**src/tprs_defs.svh**
```systemverilog
`ifndef TPRS_DEFS_SVH
`define TPRS_DEFS_SVH
// register word addresses (byte offsets, one aligned word each)
`define TPRS_ADDR_RXDATA   8'h00
`define TPRS_ADDR_STATUS   8'h04
`define TPRS_ADDR_CTRL     8'h08
`define TPRS_ADDR_MASK     8'h0C
`define TPRS_ADDR_GTP      8'h10
`define TPRS_ADDR_GTA      8'h14
// status bit positions
`define TPRS_ST_DSTEER     3
`define TPRS_ST_VALID      2
`define TPRS_ST_EARLY      1
// ctrl bit positions
`define TPRS_CTRL_IRQ_EN   0
// reset values
`define TPRS_GTP_RST       20'h0_9C40
`define TPRS_GTA_RST       20'h0_9C40
`define TPRS_MASK_RST      4'h4
`define TPRS_CTRL_RST      1'b0
// frequency measurement
`define TPRS_CLK_HZ        100000000
`define TPRS_WIN_CYC       16'h0320
// comparator waves arrive this many times the nominal tone rate, so a short window still counts dozens of edges
`define TPRS_TONE_SCALE    6250
`define TPRS_TOL_PCT       2
`define TPRS_SETTLE_CYC    4'h4
`endif

```
**src/tprs_pkg.sv**
```systemverilog
package tprs_pkg;
  // wishbone request from master
  typedef struct packed {
    logic        cyc;
    logic        stb;
    logic        we;
    logic [7:0]  adr;
    logic [3:0]  sel;
    logic [31:0] dat;
  } tprs_wb_req_t;
  // steering sequencer states
  typedef enum logic [2:0] {ST_IDLE, ST_QUAL, ST_SETTLE, ST_HELD, ST_ABSENT} tprs_state_t;
endpackage
```
**src/tprs_core.sv**
```systemverilog
`timescale 1ns/10ps
`include "tprs_defs.svh"
module tprs_core
  import tprs_pkg::*;
(
  input  wire logic                  clk_i,
  input  wire logic                  rst_i,
  input  wire tprs_pkg::tprs_wb_req_t wb_req_i,   // wishbone request
  output logic [31:0]                wb_dat_o,   // read data
  output logic                       wb_ack_o,   // ack
  input  wire logic                  low_sq_i,   // low group comparator
  input  wire logic                  high_sq_i,  // high group comparator
  input  wire logic                  steer_in_guard_out_i,  // steer pin level
  output logic                       steer_in_guard_out_o,  // guard drive value
  output logic                       steer_in_guard_out_oe_n_o, // low while driving
  output logic                       early_steer_o,          // early steering
  output logic                       irq_or_tone_out_o,      // open-drain value (0)
  output logic                       irq_or_tone_out_oe_n_o, // low pulls pin low
  output logic [3:0]                 host_nibble_bus_o,      // latched code
  output logic                       irq_o                   // level interrupt
);
  import tprs_pkg::*;

  logic [15:0] low_cnt, high_cnt;     // measured edge counts
  logic        low_done, high_done;   // window pulses
  logic [2:0]  low_idx_r, high_idx_r; // matched tone index, bit2 = valid
  logic [2:0]  low_prev_r, high_prev_r; // result of the window before
  logic        cond;                  // signal condition
  logic [3:0]  code_now;              // code of current pair
  logic [3:0]  pend_code_r;           // code latched at registration
  logic [3:0]  rx_code_r;             // output latch
  logic        steer_s1_r, steer_s2_r;// steer synchroniser
  tprs_state_t state_r;               // steering sequencer
  logic [19:0] tmr_r;                 // guard and settle timer
  logic [19:0] gtp_r, gta_r;          // programmable guard counts
  logic        dsteer_r;              // delayed steering flag
  logic [3:0]  stat_r;                // sticky event bits
  logic [3:0]  mask_r;                // interrupt mask
  logic        ctrl_irq_r;            // interrupt mode select
  logic        acc;                   // bus access this cycle
  logic        early_steer_r;         // internal early steer
  logic        ev_valid, ev_early;    // event pulses
  logic        rd_status;             // status read strobe
  logic        wr_ack;                // write lands at the acknowledged edge

  // expected edge count for a frequency in one window
  function automatic logic [15:0] f_exp(input int hz);
    f_exp = 16'(hz * `TPRS_TONE_SCALE / (`TPRS_CLK_HZ / `TPRS_WIN_CYC));
  endfunction

  // match a count against four standard tones, returns {hit, index}
  function automatic logic [2:0] f_match(input logic [15:0] c, input int f0, input int f1,
                                         input int f2, input int f3);
    int          fl [4];
    logic [15:0] e, t;
    f_match = 3'b000;
    fl[0] = f0;
    fl[1] = f1;
    fl[2] = f2;
    fl[3] = f3;
    for (int i = 0; i < 4; i++) begin
      e = f_exp(fl[i]);
      t = 16'(e * `TPRS_TOL_PCT / 100) + 16'h0001;
      if (c + t >= e && c <= e + t) begin
        f_match = {1'b1, 2'(i)};
      end
    end
  endfunction

  // frequency counters for each group
  tprs_freq_meas u_low (
    .clk_i  (clk_i),
    .rst_i  (rst_i),
    .sq_i   (low_sq_i),
    .count_o(low_cnt),
    .done_o (low_done)
  );
  tprs_freq_meas u_high (
    .clk_i  (clk_i),
    .rst_i  (rst_i),
    .sq_i   (high_sq_i),
    .count_o(high_cnt),
    .done_o (high_done)
  );

  // classify each window result
  always_ff @(posedge clk_i) begin
    if (rst_i) begin
      low_idx_r   <= 3'b000;
      high_idx_r  <= 3'b000;
      low_prev_r  <= 3'b000;
      high_prev_r <= 3'b000;
    end else begin
      if (low_done) begin
        low_prev_r <= low_idx_r;
        low_idx_r  <= f_match(low_cnt, 697, 770, 852, 941);
      end
      if (high_done) begin
        high_prev_r <= high_idx_r;
        high_idx_r  <= f_match(high_cnt, 1209, 1336, 1477, 1633);
      end
    end
  end

  // both groups valid gives the signal condition
  // two windows in a row must agree, so a part-filled window never steers a wrong pair
  assign cond = low_idx_r[2] & high_idx_r[2] & (low_idx_r == low_prev_r) & (high_idx_r == high_prev_r);

  // pair to code table
  always_comb begin
    case ({low_idx_r[1:0], high_idx_r[1:0]})
      4'h0: code_now = 4'h1;
      4'h1: code_now = 4'h2;
      4'h2: code_now = 4'h3;
      4'h4: code_now = 4'h4;
      4'h5: code_now = 4'h5;
      4'h6: code_now = 4'h6;
      4'h8: code_now = 4'h7;
      4'h9: code_now = 4'h8;
      4'hA: code_now = 4'h9;
      4'hD: code_now = 4'hA;
      4'hC: code_now = 4'hB;
      4'hE: code_now = 4'hC;
      4'h3: code_now = 4'hD;
      4'h7: code_now = 4'hE;
      4'hB: code_now = 4'hF;
      default: code_now = 4'h0;
    endcase
  end

  // early steering follows the signal condition each cycle
  always_ff @(posedge clk_i) begin
    if (rst_i) begin
      early_steer_r <= 1'b0;
      early_steer_o <= 1'b0;
    end else begin
      early_steer_r <= cond;
      early_steer_o <= cond;
    end
  end

  // steer pin synchroniser
  always_ff @(posedge clk_i) begin
    if (rst_i) begin
      steer_s1_r <= 1'b0;
      steer_s2_r <= 1'b0;
    end else begin
      steer_s1_r <= steer_in_guard_out_i;
      steer_s2_r <= steer_s1_r;
    end
  end

  // steering sequencer: present guard, settle, held, absent guard
  always_ff @(posedge clk_i) begin
    if (rst_i) begin
      state_r     <= ST_IDLE;
      tmr_r       <= 20'h0_0000;
      pend_code_r <= 4'h0;
      dsteer_r    <= 1'b0;
    end else begin
      case (state_r)
        ST_IDLE: begin
          tmr_r <= 20'h0_0000;
          if (early_steer_r) begin
            state_r <= ST_QUAL;
          end
        end
        ST_QUAL: begin
          if (!early_steer_r) begin
            state_r <= ST_IDLE;
          end else if (tmr_r >= gtp_r && steer_s2_r) begin
            pend_code_r <= code_now;
            tmr_r       <= 20'h0_0000;
            state_r     <= ST_SETTLE;
          end else if (tmr_r < gtp_r) begin
            tmr_r <= tmr_r + 20'h0_0001;
          end
        end
        ST_SETTLE: begin
          if (tmr_r[3:0] == `TPRS_SETTLE_CYC) begin
            dsteer_r <= 1'b1;
            state_r  <= ST_HELD;
          end else begin
            tmr_r <= tmr_r + 20'h0_0001;
          end
        end
        ST_HELD: begin
          tmr_r <= 20'h0_0000;
          if (!early_steer_r) begin
            state_r <= ST_ABSENT;
          end
        end
        ST_ABSENT: begin
          if (early_steer_r) begin
            state_r <= ST_HELD;
          end else if (tmr_r >= gta_r && !steer_s2_r) begin
            dsteer_r <= 1'b0;
            state_r  <= ST_IDLE;
          end else if (tmr_r < gta_r) begin
            tmr_r <= tmr_r + 20'h0_0001;
          end
        end
        default: state_r <= ST_IDLE;
      endcase
    end
  end

  // guard output drives high while early steer holds after registration
  always_ff @(posedge clk_i) begin
    if (rst_i) begin
      steer_in_guard_out_o      <= 1'b0;
      steer_in_guard_out_oe_n_o <= 1'b1;
    end else begin
      steer_in_guard_out_o      <= 1'b1;
      steer_in_guard_out_oe_n_o <= !(cond && (state_r == ST_SETTLE || state_r == ST_HELD
                                              || (state_r == ST_QUAL && tmr_r >= gtp_r && steer_s2_r)));
    end
  end

  // output latch loads on rising delayed steering
  always_ff @(posedge clk_i) begin
    if (rst_i) begin
      rx_code_r         <= 4'h0;
      host_nibble_bus_o <= 4'h0;
    end else if (state_r == ST_SETTLE && tmr_r[3:0] == `TPRS_SETTLE_CYC) begin
      rx_code_r         <= pend_code_r;
      host_nibble_bus_o <= pend_code_r;
    end
  end

  // bus decode
  assign acc       = wb_req_i.cyc & wb_req_i.stb & ~wb_ack_o;
  assign rd_status = acc & ~wb_req_i.we & (wb_req_i.adr == `TPRS_ADDR_STATUS);
  assign wr_ack    = wb_req_i.cyc & wb_req_i.stb & wb_req_i.we & wb_ack_o;
  assign ev_valid  = state_r == ST_SETTLE && tmr_r[3:0] == `TPRS_SETTLE_CYC;
  assign ev_early  = cond & ~early_steer_r;

  // sticky events: set wins, valid cleared by status read, any bit by write-one
  always_ff @(posedge clk_i) begin
    if (rst_i) begin
      stat_r <= 4'h0;
    end else begin
      for (int i = 0; i < 4; i++) begin
        if (i == `TPRS_ST_VALID && ev_valid) begin
          stat_r[i] <= 1'b1;
        end else if (i == `TPRS_ST_EARLY && ev_early) begin
          stat_r[i] <= 1'b1;
        end else if (rd_status && i == `TPRS_ST_VALID) begin
          stat_r[i] <= 1'b0;
        end else if (wr_ack && wb_req_i.sel[0] && wb_req_i.adr == `TPRS_ADDR_STATUS
                     && wb_req_i.dat[i]) begin
          stat_r[i] <= 1'b0;
        end
      end
    end
  end

  // writable registers
  always_ff @(posedge clk_i) begin
    if (rst_i) begin
      mask_r     <= `TPRS_MASK_RST;
      ctrl_irq_r <= `TPRS_CTRL_RST;
      gtp_r      <= `TPRS_GTP_RST;
      gta_r      <= `TPRS_GTA_RST;
    end else if (wr_ack) begin
      case (wb_req_i.adr)
        `TPRS_ADDR_MASK: if (wb_req_i.sel[0]) mask_r <= wb_req_i.dat[3:0];
        `TPRS_ADDR_CTRL: if (wb_req_i.sel[0]) ctrl_irq_r <= wb_req_i.dat[`TPRS_CTRL_IRQ_EN];
        `TPRS_ADDR_GTP: begin
          if (wb_req_i.sel[0]) gtp_r[7:0]   <= wb_req_i.dat[7:0];
          if (wb_req_i.sel[1]) gtp_r[15:8]  <= wb_req_i.dat[15:8];
          if (wb_req_i.sel[2]) gtp_r[19:16] <= wb_req_i.dat[19:16];
        end
        `TPRS_ADDR_GTA: begin
          if (wb_req_i.sel[0]) gta_r[7:0]   <= wb_req_i.dat[7:0];
          if (wb_req_i.sel[1]) gta_r[15:8]  <= wb_req_i.dat[15:8];
          if (wb_req_i.sel[2]) gta_r[19:16] <= wb_req_i.dat[19:16];
        end
        default: ;
      endcase
    end
  end

  // read mux and single-cycle ack; unmapped reads return zero
  always_ff @(posedge clk_i) begin
    if (rst_i) begin
      wb_ack_o <= 1'b0;
      wb_dat_o <= 32'h0000_0000;
    end else begin
      wb_ack_o <= acc;
      if (acc && !wb_req_i.we) begin
        case (wb_req_i.adr)
          `TPRS_ADDR_RXDATA: wb_dat_o <= {28'h000_0000, rx_code_r};
          `TPRS_ADDR_STATUS: wb_dat_o <= {28'h000_0000, dsteer_r, stat_r[2:0]};
          `TPRS_ADDR_CTRL:   wb_dat_o <= {31'h0000_0000, ctrl_irq_r};
          `TPRS_ADDR_MASK:   wb_dat_o <= {28'h000_0000, mask_r};
          `TPRS_ADDR_GTP:    wb_dat_o <= {12'h000, gtp_r};
          `TPRS_ADDR_GTA:    wb_dat_o <= {12'h000, gta_r};
          default:           wb_dat_o <= 32'h0000_0000;
        endcase
      end
    end
  end

  // interrupt outputs
  always_ff @(posedge clk_i) begin
    if (rst_i) begin
      irq_o                  <= 1'b0;
      irq_or_tone_out_o      <= 1'b0;
      irq_or_tone_out_oe_n_o <= 1'b1;
    end else begin
      irq_o                  <= |(stat_r & mask_r);
      irq_or_tone_out_o      <= 1'b0;
      irq_or_tone_out_oe_n_o <= !(ctrl_irq_r && dsteer_r && stat_r[`TPRS_ST_VALID]);
    end
  end
endmodule

```
**src/tprs_freq_meas.sv**
```systemverilog
`timescale 1ns/10ps
`include "tprs_defs.svh"
// counts rising edges of one comparator output over a fixed window
module tprs_freq_meas (
  input  wire logic        clk_i,
  input  wire logic        rst_i,
  input  wire logic        sq_i,     // limited tone square wave
  output logic [15:0]      count_o,  // edges in last window
  output logic             done_o    // one-cycle pulse per window
);
  logic        sq_d_r;   // previous sample
  logic [15:0] win_r;    // window timer
  logic [15:0] edge_r;   // running edge count
  // edge counting and window timing
  always_ff @(posedge clk_i) begin
    if (rst_i) begin
      sq_d_r  <= 1'b0;
      win_r   <= 16'h0000;
      edge_r  <= 16'h0000;
      count_o <= 16'h0000;
      done_o  <= 1'b0;
    end else begin
      sq_d_r <= sq_i;
      done_o <= 1'b0;
      if (win_r == `TPRS_WIN_CYC - 16'h0001) begin
        win_r   <= 16'h0000;
        count_o <= edge_r + {15'h0000, sq_i & ~sq_d_r};
        edge_r  <= 16'h0000;
        done_o  <= 1'b1;
      end else begin
        win_r <= win_r + 16'h0001;
        if (sq_i && !sq_d_r) begin
          edge_r <= edge_r + 16'h0001;
        end
      end
    end
  end
endmodule

```
**config.mk**
```make
export PLATFORM = sky130hd
export DESIGN_NAME = tprs_core
export DESIGN_NICKNAME = d
export VERILOG_FILES = /design/src/tprs_pkg.sv /design/src/tprs_core.sv /design/src/tprs_freq_meas.sv
export VERILOG_INCLUDE_DIRS = /design/src
export SDC_FILE = /design/constraint.sdc
export NUM_CORES = 1
export LEC_CHECK = 0
export BUFFER_PORTS_ARGS = -buffer_cell sky130_fd_sc_hd__buf_2
export CAP_MARGIN = 0
export CORE_ASPECT_RATIO = 1.2
export CORE_MARGIN = 2
export CORE_UTILIZATION = 55
export CTS_CLUSTER_SIZE = 25
export DETAILED_ROUTE_END_ITERATION = 10
export PLACE_DENSITY = 0.74
export SYNTH_ARGS = -nofsm -noshare
export SYNTH_HDL_FRONTEND = slang
export SYNTH_SLANG_ARGS = --single-unit
```
**constraint.sdc**
```tcl
create_clock -name clk_i -period 3.7 [get_ports clk_i]
set_clock_uncertainty 0.2 [all_clocks]
set_input_delay 0.555 -clock clk_i [delete_from_list [all_inputs] [get_ports clk_i]]
set_output_delay 0.555 -clock clk_i [all_outputs]
set_load 0.005 [all_outputs]
```
==> metrics.txt <==
# TYPE chip_impl_metric gauge
chip_impl_info{name="run_status",value="completed"} 1
chip_impl_info{name="cts_tree",value="built"} 1
chip_impl_metric{name="final_nets",unit=""} 1583
chip_impl_metric{name="yosys.area_share.adder",unit="%"} 6.704
chip_impl_metric{name="cp_data_required_time",unit="ns"} 3.95
chip_impl_metric{name="coreArea",unit="um^2"} 20970
chip_impl_metric{name="cts-resized-gates",unit=""} 0
chip_impl_metric{name="n_fill_cell",unit=""} 1872
chip_impl_info{name="cts-root-buf",value="clkbuf_16"} 1
chip_impl_metric{name="total_half_perimeter_wirelength_after_legalization_and_detailed_placement",unit="mm"} 18.59
chip_impl_metric{name="die_height",unit="um"} 164.2
chip_impl_info{name="hp-class",value="in -> reg"} 1
chip_impl_info{name="postSynth.topFlopCell",value="dfxtp_1"} 1
chip_impl_metric{name="gpl_wtd_cong",unit=""} 0.8887
chip_impl_metric{name="drt_drc_violations_left",unit=""} 0
chip_impl_metric{name="slew_viol_final",unit=""} 0
chip_impl_metric{name="setup_tns",unit="ns"} 0
chip_impl_metric{name="starting_utilization_of_the_core_area",unit="%"} 56.07
chip_impl_metric{name="timing.critical_path.fanout_max",unit=""} 35
chip_impl_metric{name="number_of_top_level_design_ports",unit=""} 95
chip_impl_metric{name="synth_area_in_compound_gates",unit="%"} 13.84
chip_impl_metric{name="yosys_register_bits",unit=""} 219
chip_impl_metric{name="timing.slew.headroom",unit="%"} 34.90
chip_impl_metric{name="max_ir_drop_vdd",unit="mV"} 0.3581
chip_impl_metric{name="globalRoute.totalOverflow",unit=""} 0
chip_impl_metric{name="netlist_area",unit="um^2"} 11760
chip_impl_metric{name="yosysWarnings",unit=""} 0
chip_impl_metric{name="detail_route.iter0.violations",unit=""} 385
chip_impl_metric{name="die_width",unit="um"} 137.5
chip_impl_metric{name="route.detailed.wl_per_inst",unit="um"} 14.77
chip_impl_metric{name="htree_levels",unit=""} 1
chip_impl_metric{name="fin_cells",unit=""} 1755
chip_impl_metric{name="setup_viols_final",unit=""} 0
chip_impl_metric{name="grtUsageMet1",unit="%"} 25.69
chip_impl_info{name="timing.critical_path.slowest_stage_cell",value="or4_1"} 1
chip_impl_metric{name="route.antenna.remaining_nets",unit=""} 0
chip_impl_metric{name="cp_slowest_stage_delay",unit="ns"} 0.60
chip_impl_metric{name="floorplan.die_area",unit="um^2"} 22570
chip_impl_metric{name="cts_setup_buffers",unit=""} 0
chip_impl_metric{name="clock_latency",unit="ns"} 0.52
chip_impl_metric{name="count_of_tritonroute_iterations_in_the_first_routing_pass",unit=""} 6
chip_impl_info{name="unrepaired_setup_endpoints_after_global_routing",value="no"} 1
chip_impl_metric{name="floorplan.rows",unit=""} 58
chip_impl_info{name="netlist_top_cells_area",value="dfxtp_1 (37%), ha_1 (6.7%), nor2_1 (6.6%)"} 1
chip_impl_metric{name="total_leakage_power",unit="nW"} 5.009
chip_impl_info{name="crit_path_start_kind",value="flop"} 1
chip_impl_metric{name="grt.met2_usage",unit="%"} 41.77
chip_impl_metric{name="final.min_clock_period",unit="ns"} 3.296
chip_impl_metric{name="max_cap_viol_count",unit=""} 0
chip_impl_metric{name="synth_xor_area_share",unit="%"} 6.927
chip_impl_info{name="synth_top_family_by_area",value="simple AND/OR/NAND/NOR gates"} 1
chip_impl_metric{name="power_total",unit="W"} 0.005064
chip_impl_metric{name="finalInstanceArea",unit="um^2"} 13050
chip_impl_info{name="category_of_the_worst_setup_path_capture_point",value="flop"} 1
chip_impl_metric{name="first_global_vias",unit=""} 9202
chip_impl_metric{name="worst-endpoint-arrival",unit="ns"} 3.54
chip_impl_metric{name="synth_largest_type_area_fraction",unit="%"} 37.28
chip_impl_metric{name="timing_hold_violations_final",unit=""} 0
chip_impl_metric{name="cts-buffers-inserted",unit=""} 24
chip_impl_info{name="crit_top_cell",value="a21oi_1"} 1
chip_impl_metric{name="drive_above_1_share",unit="%"} 9.164
chip_impl_metric{name="area_growth",unit="%"} 10.96
chip_impl_metric{name="power.density",unit="nW/um^2"} 388.1
chip_impl_metric{name="vias",unit=""} 9894
chip_impl_metric{name="synth.lib_cells_used.distinct",unit=""} 68
chip_impl_metric{name="viasPerCell",unit=""} 5.638
chip_impl_metric{name="synth_enable_flop_cells",unit=""} 0
chip_impl_metric{name="placedCellCount",unit=""} 1712
chip_impl_info{name="global_route.peak_usage_layer",value="met2"} 1
chip_impl_metric{name="clkTransAtPathRegs",unit="ns"} 0.06
chip_impl_metric{name="synth_simple_gate_area_share",unit="%"} 23.76
chip_impl_metric{name="worst-slew-pin-transition",unit="ns"} 0.9764
chip_impl_info{name="largest_area_contributor_in_the_synthesized_netlist",value="dfxtp_1"} 1
chip_impl_info{name="path_cells",value="ha_1, a21oi_1, o21ai_1, a22o_1, or4_4, o211ai_2, nand3_4, or4_1, a21oi_1"} 1
chip_impl_metric{name="hold_fix_buffers_cts",unit=""} 0
chip_impl_metric{name="achievable-frequency",unit="MHz"} 303.4
chip_impl_metric{name="muxShareOfSynthArea",unit="%"} 5.969
chip_impl_metric{name="syn_inst",unit=""} 1440
chip_impl_metric{name="aggregate_routed_wire_length",unit="mm"} 25.93
chip_impl_metric{name="place_area",unit="um^2"} 12190
chip_impl_metric{name="yosysSeqAreaShare",unit="%"} 37.28
chip_impl_metric{name="postSynthAreaPerCell",unit="um^2"} 8.166
chip_impl_metric{name="synth-async-reset-ratio",unit="%"} 0
chip_impl_metric{name="grt_pass1_wl",unit="mm"} 42.28
chip_impl_metric{name="groute.layer.met3.usage",unit="%"} 3.056
chip_impl_metric{name="global_route.usage.total",unit="%"} 22.75
chip_impl_metric{name="min_period_over_period",unit="%"} 89.08
chip_impl_metric{name="antenna_found_initial",unit=""} 0
chip_impl_metric{name="maximum_number_of_pins_on_one_net_before_global_route_repair",unit=""} 95
chip_impl_info{name="setup.worst_path.class",value="reg -> reg"} 1
chip_impl_metric{name="clkSinkCount",unit=""} 219
chip_impl_metric{name="clockBufferDepth",unit=""} 3
chip_impl_metric{name="port_buffers",unit=""} 68
path summary, 6_finish.rpt:
| kind | from | to | slack (ns) | cells past startpoint |
|---|---|---|---|---|
| hold / removal | steer_in_guard_out_i | steer_s1_r | 0.05 | 2 |
| setup / recovery | tmr_r[9] | tmr_r[18] | 0.40 | 9 |
| hold reg to reg | steer_s1_r | steer_s2_r | 0.24 | 1 |
| setup reg to reg | tmr_r[9] | tmr_r[18] | 0.40 | 9 |
flip-flops by register name, indices dropped and copies added, names as in the netlist, 4 cells and up:
register        cells
gta_r              20
gtp_r              20
tmr_r              20
wb_dat_o           20
u_high.count_o     16
u_high.edge_r      16
u_high.win_r       16
u_low.count_o      16
u_low.edge_r       16
u_low.win_r        16
mask_r              4
pend_code_r         4
rx_code_r           4
cell type report:
| type | instances | area (um^2) | area share (%) |
|---|---|---|---|
| Multi-Input combinational cell | 1078 | 6785 | 52.00 |
| Sequential cell | 219 | 4384 | 33.60 |
| Clock buffer | 36 | 747.0 | 5.725 |
| Timing Repair Buffer | 81 | 440.4 | 3.376 |
| Tap cell | 270 | 337.8 | 2.589 |
| Inverter | 64 | 240.2 | 1.841 |
| Clock inverter | 6 | 110.1 | 0.8439 |
| Antenna cell | 1 | 2.502 | 0.01918 |
routing by layer:
layer,up-vias,part of all wire [%]
met1,4584,41
met5,-,0
li1,5079,-
met3,68,3.6
met2,163,51
met4,0,4.3
cells in the mapped netlist, types with 11 or more instances:
cell type and n:
clkbuf_1 64, o21ai_0 53, and3_1 21, nor2_1 206, a21oi_1 84, o31ai_1 16, dfxtp_1 219, nor2b_1 11
nand4_1 33, or4_1 18, nand3_1 75, nand2_1 124, xor2_1 51, buf_4 13, nor3_1 21, xnor2_1 42
or3_1 20, a211oi_1 33, inv_1 64, nand2b_1 12, mux2i_1 69, ha_1 63
cells by family after synthesis:
logic type | count (synthesis)
and+or+nand+nor | 584
AOI/OAI and AO/OA | 255
DFF | 219
buffers and inverters | 155
xor gates and xnor gates | 93
muxes | 70
adders and majority gates | 63
other | 1
report_power, final:
group          switching (W)  internal (W)
sequential         0.0000128       0.00237
clock               0.000958       0.00159
combinational      0.0000869     0.0000413
total                0.00106       0.00401
critical path, delay by kind of cell (launching register included):
family | cells | cell delay (ns)
AOI/OAI and AO/OA | 5 | 0.88
and+or+nand+nor | 3 | 1.37
adders and majority gates | 1 | 0.30
DFF | 1 | 0.48
placed cells by master, fill, tap and decap left out, types with 9 or more instances in the layout:
cell / n
a21oi_1: 84
o21ai_0: 53
and3_1: 21
conb_1: 13
inv_1: 64
a211oi_1: 33
or4_1: 18
dfxtp_1: 219
buf_4: 14
nor2_1: 206
ha_1: 63
nand2b_1: 12
buf_2: 67
nand4_1: 33
clkbuf_16: 25
nand2_1: 124
nor3_1: 20
nor2b_1: 11
nand3_1: 75
xnor2_1: 42
o31ai_1: 16
or3_1: 20
a22oi_1: 9
xor2_1: 51
mux2i_1: 69
stage by stage:
| step | hold WS [ns] | setup WS [ns] | utilization [%] |
|---|---|---|---|
| finish | 0.05037 | 0.4041 | 62.21 |
| global route | 0.04642 | 0.1923 | 62.20 |
| CTS | 0.03514 | 0.4262 | 62.20 |
| detailed placement | 0.2369 | 0.4536 | 58.11 |
| global placement | 0.2356 | 0.4841 | 58.11 |
| floorplan | 0.1830 | 0.8056 | - |
Note: power is estimated with default switching activity, not from simulation.
